### src/hw/sac_params.svh
// sac_params.svh - named constants of the sar conversion sequencer
// assumes: included by bare name from the package and the sac_conv_ctrl module
`ifndef SAC_PARAMS_SVH
`define SAC_PARAMS_SVH

// core clock rate
`define SAC_CORE_CLK_MHZ      250
`define SAC_CORE_CLK_KHZ      250000

// conversion clock ceiling; divider rounds up so the rate stays below it
`define SAC_CONV_CLK_MAX_KHZ  14000
`define SAC_CONV_DIV          ((`SAC_CORE_CLK_KHZ + `SAC_CONV_CLK_MAX_KHZ - 1) / `SAC_CONV_CLK_MAX_KHZ)

// power-up wait, a least time, so rounded up
`define SAC_PWRUP_WAIT_NS     10000
`define SAC_PWRUP_CYCLES      ((`SAC_PWRUP_WAIT_NS * `SAC_CORE_CLK_MHZ + 999) / 1000)

// result layout and sequencing
`define SAC_RES_BITS          12
`define SAC_SAMPLE_TICKS      2
`define SAC_RESULT_RST        16'h0000

`endif

### src/hw/sac_pkg.sv
// sac_pkg.sv - types of the sar conversion sequencer
// assumes: sac_params.svh is on the include path
`include "sac_params.svh"

package sac_pkg;

   typedef enum logic [4:0] {
      SAC_OFF    = 5'b0_0001,
      SAC_WAKE   = 5'b0_0010,
      SAC_IDLE   = 5'b0_0100,
      SAC_SAMPLE = 5'b0_1000,
      SAC_CONV   = 5'b1_0000
   } sac_state_t;

endpackage

### src/hw/sac_tick_gen.sv
// sac_tick_gen.sv - conversion clock enable divider
// assumes: one core clock; tick is a one-cycle enable, never a clock
`timescale 1ns/1ps

module sac_tick_gen #(
   parameter int DIV = 18
) (
   // clock and reset
   input  wire logic clk_i,
   input  wire logic rst_i,
   // control
   input  wire logic run_i,
   // enable out
   output logic      tick_o
);

   localparam int CW = (DIV > 1) ? $clog2(DIV) : 1;
   localparam logic [CW-1:0] LAST = CW'(DIV - 1);

   generate
      if (DIV < 2) begin : g_bad_div
         $error("sac_tick_gen: DIV must be at least 2");
      end
   endgenerate

   logic [CW-1:0] cnt_reg;
   logic [CW-1:0] cnt_next;
   logic          tick_reg;
   wire           at_last = (cnt_reg == LAST);

   // restart on every run so the first tick is a full period late
   assign cnt_next = (!run_i || at_last) ? '0 : cnt_reg + CW'(1);

   always_ff @(posedge clk_i) begin
      if (rst_i) begin
         cnt_reg  <= '0;
         tick_reg <= 1'b0;
      end else begin
         cnt_reg  <= cnt_next;
         tick_reg <= run_i && at_last;
      end
   end

   assign tick_o = tick_reg;

endmodule // sac_tick_gen

### src/hw/sac_conv_ctrl.sv
// sac_conv_ctrl.sv - successive approximation conversion sequencer
// assumes: analog comparator and dac outside; comparator output and the
// start-of-frame input are asynchronous; control bits come from logic on
// the core clock; power controller drives a level that is high when on.
//
// Contract
// - resolve bits by binary search on the dac, msb first to lsb
// - results are 12 bits; throughput reaches at least 700 ksps
// - start bit or start-of-frame input begins a conversion
// - continuous mode converts with start-of-frame left unconnected
// - no conversion until 10 us after power-up or wake
// - on completion set done status, hold end-of-frame until read
// - end-of-frame is usable as an interrupt or dma request
// - single bit picks one per trigger or back-to-back conversions
// - continuous results move by dma, each read outside a completion cycle clears end-of-frame
`timescale 1ns/1ps

`include "sac_params.svh"

module sac_conv_ctrl
   import sac_pkg::*;
#(
   parameter int RES_BITS     = `SAC_RES_BITS,
   parameter int SAMPLE_TICKS = `SAC_SAMPLE_TICKS,
   parameter int CONV_DIV     = `SAC_CONV_DIV,
   parameter int PWRUP_CYCLES = `SAC_PWRUP_CYCLES
) (
   // clock and reset
   input  wire logic                CORE_CLK_I,
   input  wire logic                RST_I,
   // power and control
   input  wire logic                PWR_ON_I,
   input  wire logic                START_I,
   input  wire logic                SINGLE_I,
   input  wire logic                SOF_I,
   // result read by cpu or dma
   input  wire logic                RD_I,
   // analog front end
   input  wire logic                CMP_I,
   output logic [RES_BITS-1:0]      DAC_CODE_O,
   output logic                     SAMPLE_O,
   // status
   output logic                     READY_O,
   output logic                     BUSY_O,
   output logic                     DONE_O,
   output logic                     EOF_O,
   output logic [RES_BITS-1:0]      RESULT_O
);

   ////////////////////////////////////////////////////////////////////////
   // elaboration checks

   localparam int IW = $clog2(RES_BITS);
   localparam int SW = $clog2(SAMPLE_TICKS + 1);
   localparam int WW = $clog2(PWRUP_CYCLES + 1);
   localparam logic [WW-1:0] WAIT_LAST = WW'(PWRUP_CYCLES - 1);
   localparam logic [SW-1:0] SAMP_LAST = SW'(SAMPLE_TICKS - 1);
   localparam logic [IW-1:0] MSB_IDX   = IW'(RES_BITS - 1);
   localparam int CONV_KHZ = `SAC_CORE_CLK_KHZ / CONV_DIV;

   generate
      if (RES_BITS < 2 || RES_BITS > 16) begin : g_bad_res
         $error("sac_conv_ctrl: RES_BITS must be 2 to 16");
      end
      if (SAMPLE_TICKS < 1) begin : g_bad_samp
         $error("sac_conv_ctrl: SAMPLE_TICKS must be at least 1");
      end
      if (PWRUP_CYCLES < 1) begin : g_bad_wait
         $error("sac_conv_ctrl: PWRUP_CYCLES must be at least 1");
      end
      if (CONV_KHZ > `SAC_CONV_CLK_MAX_KHZ) begin : g_bad_div
         $error("sac_conv_ctrl: conversion clock too fast");
      end
   endgenerate

   ////////////////////////////////////////////////////////////////////////
   // binary search step

   // decide bit idx from the comparator, then try the next lower bit
   function automatic logic [RES_BITS-1:0] sar_step(
      input logic [RES_BITS-1:0] trial,
      input logic [IW-1:0]       idx,
      input logic                keep
   );
      logic [RES_BITS-1:0] v;
      v      = trial;
      v[idx] = keep;
      if (idx != '0) begin
         v[idx - IW'(1)] = 1'b1;
      end
      return v;
   endfunction

   ////////////////////////////////////////////////////////////////////////
   // input synchronisers

   logic sof_meta_reg;
   logic sof_sync_reg;
   logic sof_prev_reg;
   logic cmp_meta_reg;
   logic cmp_sync_reg;

   always_ff @(posedge CORE_CLK_I) begin
      if (RST_I) begin
         sof_meta_reg <= 1'b0;
         sof_sync_reg <= 1'b0;
         sof_prev_reg <= 1'b0;
         cmp_meta_reg <= 1'b0;
         cmp_sync_reg <= 1'b0;
      end else begin
         sof_meta_reg <= SOF_I;
         sof_sync_reg <= sof_meta_reg;
         sof_prev_reg <= sof_sync_reg;
         cmp_meta_reg <= CMP_I;
         cmp_sync_reg <= cmp_meta_reg;
      end
   end

   // a held-high frame input starts only one conversion
   wire sof_rise = sof_sync_reg & ~sof_prev_reg;

   ////////////////////////////////////////////////////////////////////////
   // conversion clock enable

   sac_state_t state_reg;
   sac_state_t state_next;
   logic       tick;

   wire in_wake   = (state_reg == SAC_WAKE);
   wire in_idle   = (state_reg == SAC_IDLE);
   wire in_sample = (state_reg == SAC_SAMPLE);
   wire in_conv   = (state_reg == SAC_CONV);
   wire running   = in_sample | in_conv;

   sac_tick_gen #(
      .DIV    (CONV_DIV)
   ) u_tick (
      .clk_i  (CORE_CLK_I),
      .rst_i  (RST_I),
      .run_i  (running),
      .tick_o (tick)
   );

   ////////////////////////////////////////////////////////////////////////
   // sequencing decode

   logic [WW-1:0]       wait_reg;
   logic [SW-1:0]       samp_reg;
   logic [IW-1:0]       idx_reg;
   logic [RES_BITS-1:0] trial_reg;
   logic [RES_BITS-1:0] result_reg;
   logic                done_reg;
   logic                eof_reg;

   wire wait_over = in_wake && (wait_reg == WAIT_LAST);
   // continuous mode needs no trigger at all
   wire trigger   = START_I | sof_rise | ~SINGLE_I;
   wire start_ok  = in_idle && trigger;
   wire samp_done = in_sample && tick && (samp_reg == SAMP_LAST);
   wire last_bit  = in_conv && tick && (idx_reg == '0);
   wire [RES_BITS-1:0] trial_step = sar_step(trial_reg, idx_reg,
                                             cmp_sync_reg);

   always_comb begin
      state_next = state_reg;
      if (!PWR_ON_I) begin
         state_next = SAC_OFF;
      end else begin
         case (state_reg)
            SAC_OFF:    state_next = SAC_WAKE;
            SAC_WAKE:   if (wait_over) state_next = SAC_IDLE;
            SAC_IDLE:   if (start_ok) state_next = SAC_SAMPLE;
            SAC_SAMPLE: if (samp_done) state_next = SAC_CONV;
            SAC_CONV: begin
               if (last_bit) begin
                  // back to back unless one-shot
                  state_next = SINGLE_I ? SAC_IDLE : SAC_SAMPLE;
               end
            end
            default:    state_next = SAC_OFF;
         endcase
      end
   end

   ////////////////////////////////////////////////////////////////////////
   // state and counters

   always_ff @(posedge CORE_CLK_I) begin
      if (RST_I) begin
         state_reg <= SAC_OFF;
         wait_reg  <= '0;
         samp_reg  <= '0;
      end else begin
         state_reg <= state_next;
         wait_reg  <= in_wake ? wait_reg + WW'(1) : '0;
         if (!in_sample) begin
            samp_reg <= '0;
         end else if (tick) begin
            samp_reg <= samp_reg + SW'(1);
         end
      end
   end

   ////////////////////////////////////////////////////////////////////////
   // successive approximation register

   always_ff @(posedge CORE_CLK_I) begin
      if (RST_I) begin
         idx_reg   <= MSB_IDX;
         trial_reg <= RES_BITS'(`SAC_RESULT_RST);
      end else if (samp_done) begin
         // first trial is mid-scale
         idx_reg   <= MSB_IDX;
         trial_reg <= RES_BITS'(1) << MSB_IDX;
      end else if (in_conv && tick) begin
         idx_reg   <= idx_reg - IW'(1);
         trial_reg <= trial_step;
      end
   end

   ////////////////////////////////////////////////////////////////////////
   // result and completion flags

   // a completion in the read cycle wins so no result goes unannounced
   always_ff @(posedge CORE_CLK_I) begin
      if (RST_I) begin
         result_reg <= RES_BITS'(`SAC_RESULT_RST);
         done_reg   <= 1'b0;
         eof_reg    <= 1'b0;
      end else if (last_bit) begin
         result_reg <= trial_step;
         done_reg   <= 1'b1;
         eof_reg    <= 1'b1;
      end else if (RD_I) begin
         done_reg   <= 1'b0;
         eof_reg    <= 1'b0;
      end
   end

   ////////////////////////////////////////////////////////////////////////
   // outputs

   assign DAC_CODE_O = trial_reg;
   assign SAMPLE_O   = in_sample;
   assign READY_O    = in_idle;
   assign BUSY_O     = running;
   assign DONE_O     = done_reg;
   // level held until read; fits a level interrupt or a dma request
   assign EOF_O      = eof_reg;
   assign RESULT_O   = result_reg;

endmodule // sac_conv_ctrl

### config.mk
export PLATFORM = sky130hd
export DESIGN_NAME = sac_conv_ctrl
export DESIGN_NICKNAME = d
export VERILOG_FILES = /design/src/hw/sac_pkg.sv /design/src/hw/sac_tick_gen.sv /design/src/hw/sac_conv_ctrl.sv
export VERILOG_INCLUDE_DIRS = /design/src /design/src/hw
export SDC_FILE = /design/constraint.sdc
export NUM_CORES = 1
export LEC_CHECK = 0
export ABC_CLOCK_PERIOD_IN_PS = 2600
export BUFFER_PORTS_ARGS = -buffer_cell sky130_fd_sc_hd__buf_2
export CAP_MARGIN = 20
export CORE_MARGIN = 2
export CORE_UTILIZATION = 57
export DETAILED_ROUTE_END_ITERATION = 8
export MAX_ROUTING_LAYER = met4
export PLACE_DENSITY = 0.89
export SETUP_SLACK_MARGIN = 0.05
export SLEW_MARGIN = 10
export SYNTH_ARGS = -nofsm -noshare
export SYNTH_HDL_FRONTEND = slang
export SYNTH_HIERARCHICAL = 1
export SYNTH_SLANG_ARGS = --single-unit
### constraint.sdc
create_clock -name CORE_CLK_I -period 2.6 [get_ports CORE_CLK_I]
set_input_delay 0.13 -clock CORE_CLK_I [delete_from_list [all_inputs] [get_ports CORE_CLK_I]]
set_output_delay 0.13 -clock CORE_CLK_I [all_outputs]
set_load 0.05 [all_outputs]
==> impl_metrics.ini <==
[setup_path]
crit_slowest_cell = or3b_1
path_cells = inv_1 -> ha_1 -> or3b_1 -> nor3_4 -> buf_4 -> mux2i_1 -> nor2_1
critPathLaunchType = flop
reg2reg_from = idx_reg[0]
crit_type = reg2reg
critical_path_arrival_ns = 2.37
crit_buf_inv = 2
crit_path_end_kind = flop
reg2reg_slack_ns = 0.44
cp_max_fo = 24
required_ns = 2.81
cpPeakStageDelay_ns = 0.44
crit_family = simple AND/OR/NAND/NOR gates
rr_worst_depth = 7
rr_endpoint = RESULT_O[0]

[power_and_ir_drop]
peakVddDrop_mv = 0.3105
intPower_mw = 1.383
clkPwrFrac = 0.464
swShare = 0.2244
pwr-share-comb = 0.022
switchingPower_uw = 400.1
seqPwrFrac = 0.514
leakage_nw = 1.291
p_per_area_nw_per_um2 = 548.9
p_total_mw = 1.783

[timing]
setup_slack_ns = 0.4376
drv_slew = 0
finalCriticalPeriod_ns = 2.162
max_slew_margin = 0.6242
skew_ns = 0.008495
period_share = 0.8317
rsz0062_at_grt = no
tightest_slew_ns = 0.5629
max_freq_mhz = 462.4
setup_violations = 0
whs_ns = 0.07560
hold_violations = 0
tns_ns = 0

[hold_path]
hp-class = in2reg
hp-start = RD_I
hold_depth = 4
holdPathEnd = EOF_O

[global_route]
grt_pass1_vias = 2116
antenna_found_initial = 0
grt_first_pass_wirelength_mm = 9.708
grt_util_all_layers = 0.2365
grt_max_degree = 26
gr-total-overflow = 0

[placed_design]
pre_cts_ws_ns = 0.5052
io_buffer_count = 36
placed_cells = 406
dpl_cell_area_sq_um = 3038
place.gp.congestion = 0.8822
dpl.hpwl_mm = 4.152

[clock_network]
clkSinkCount = 59
root_buffer = clkbuf_8
cts_buffers = 9
cts_max_path_buffers = 2
cts_tree = built
clk_latency_ns = 0.35
htreeDepth = 3
cts.clk_slew.worst_paths_ns = 0.07
cts_resized = 0

[route]
wl_met2_mm = 2.712
wirelength_mm = 5.979
detail-route-antenna-nets = 0
m1WireLength_mm = 2.830
drtIter0Drc = 294
viasPerCell = 5.661
wire_per_inst_um = 14.17
first_pass_iters = 5
wl_met3_um = 356
routed-via-count = 2389
drc = 0
top_layer_used = met4

[cells_and_area]
post-route-util = 0.6832
drive_gt1_frac = 0.1915
register_area_sq_um = 1181
nets = 369
fillers = 383
post-route-cell-area_sq_um = 3248
area_delta_synth_final_pct = 14.61
diodes = 0
multi_input_area_sq_um = 1525
stdcell_count = 422

[synth]
synth_top_area_cell = dfxtp_1
synthDistinctLibCells = 48
syn_area_sq_um = 2834
synth.most_common_cell = dfxtp_1
yosysWarnings = 6
synth_ff_type = dfxtp_1
synth_top_area_frac = 0.4168
syn-num-nets = 333
synth_edf_count = 0
synth_area_leaders = dfxtp_1 42%, nor2_1 5.0%, mux2i_1 4.6%
synth_seq_cells = 59
ys_seq_area_frac = 0.4168
yosys-top-cells-count = 59 x dfxtp_1, 38 x nor2_1, 23 x o21ai_0
synth_area_per_cell_sq_um = 8.968
syn_inst = 316
async_flop_share = 0

[floorplanning]
start_util = 0.5961
rows = 25
core_sq_um = 4755
die_x_um = 74.51
die-area_sq_um = 5552
io_pins = 37
fp.dieH_um = 74.51

[flow_run]
maxCapViolations = 0

[outcome]
status = finished, final reports clean
layout by cell type (no fill, tap or decap), types with 2 or more instances in the layout:
| cell | n |
|---|---|
| nor3_1 | 6 |
| nand2_1 | 21 |
| clkbuf_8 | 10 |
| o2111ai_1 | 2 |
| nor2_1 | 38 |
| or3_1 | 3 |
| nor2_2 | 2 |
| nor2b_1 | 8 |
| a21oi_1 | 7 |
| dlygate4sd3_1 | 2 |
| a31oi_1 | 12 |
| buf_4 | 3 |
| and3_1 | 4 |
| xnor2_1 | 8 |
| nand3b_1 | 8 |
| mux2i_1 | 13 |
| nand3_1 | 9 |
| o21ai_0 | 22 |
| nand4_1 | 5 |
| dfxtp_1 | 59 |
| a211oi_2 | 8 |
| ha_1 | 9 |
| xor2_1 | 8 |
| inv_1 | 12 |
| a211oi_1 | 4 |
| nand2b_1 | 8 |
| clkinvlp_4 | 3 |
| nor4b_1 | 3 |
| buf_2 | 36 |
how the worst max path moves through the flow:
stage,startpoint,endpoint,slack (ns),depth (start not counted)
6_report,idx_reg[0],RESULT_O[0],0.44,7
5_1_grt,idx_reg[1],RESULT_O[0],0.32,7
4_1_cts,idx_reg[0],RESULT_O[0],0.48,7
3_5_place_dp,idx_reg[0],RESULT_O[0],0.51,7
3_3_place_gp,idx_reg[0],RESULT_O[0],0.57,7
2_1_floorplan,state_reg[3],u_tick/cnt_reg[2],0.46,6
what timing repair did:
action,CTS,global route
endpoints found under the setup margin,0,0
hold buffers,2,0
setup buffers,0,0
hold endpoints to repair,2,0
power groups by stage:
stage	combinational [mW]	sequential [mW]	clock, mW
2_1_floorplan	0.0270	0.934	0
3_3_place_gp	0.0364	0.937	0
3_5_place_dp	0.0371	0.937	0
4_1_cts	0.0395	0.917	0.835
5_1_grt	0.0436	0.918	0.872
6_report	0.0397	0.917	0.826
cell type report:
cell class,count,area share
inverters,12,0.01387
repair buffers,41,0.06857
clock buffers,10,0.04237
flip-flops and latches,59,0.3636
well taps,67,0.02581
multi-input cells,229,0.4696
clock inverters,4,0.01618
cells by family (layout without fill, tap and decap cells):
kind of cell	Yosys count	in the layout	share of synthesized area
mux	13	13	0.04591
fa+ha+maj	9	9	0.03974
xor+xnor	16	16	0.04945
simple gates	125	125	0.2415
buf+inv	28	67	0.04503
compound gates	66	66	0.1616
flops	59	59	0.4168
worst min-delay path, delay by kind of cell:
family	cells	cell delay (ns)
compound gates	1	0.05
buf+inv	2	0.13
simple gates	1	0.07
metal layers:
metal,vias up,track usage
met2,90,0.3500
met3,9,0.06775
met5,-,-
li1,1182,-
met1,1108,0.3024
met4,0,0.09921
Power figures use the tool's default switching activity.
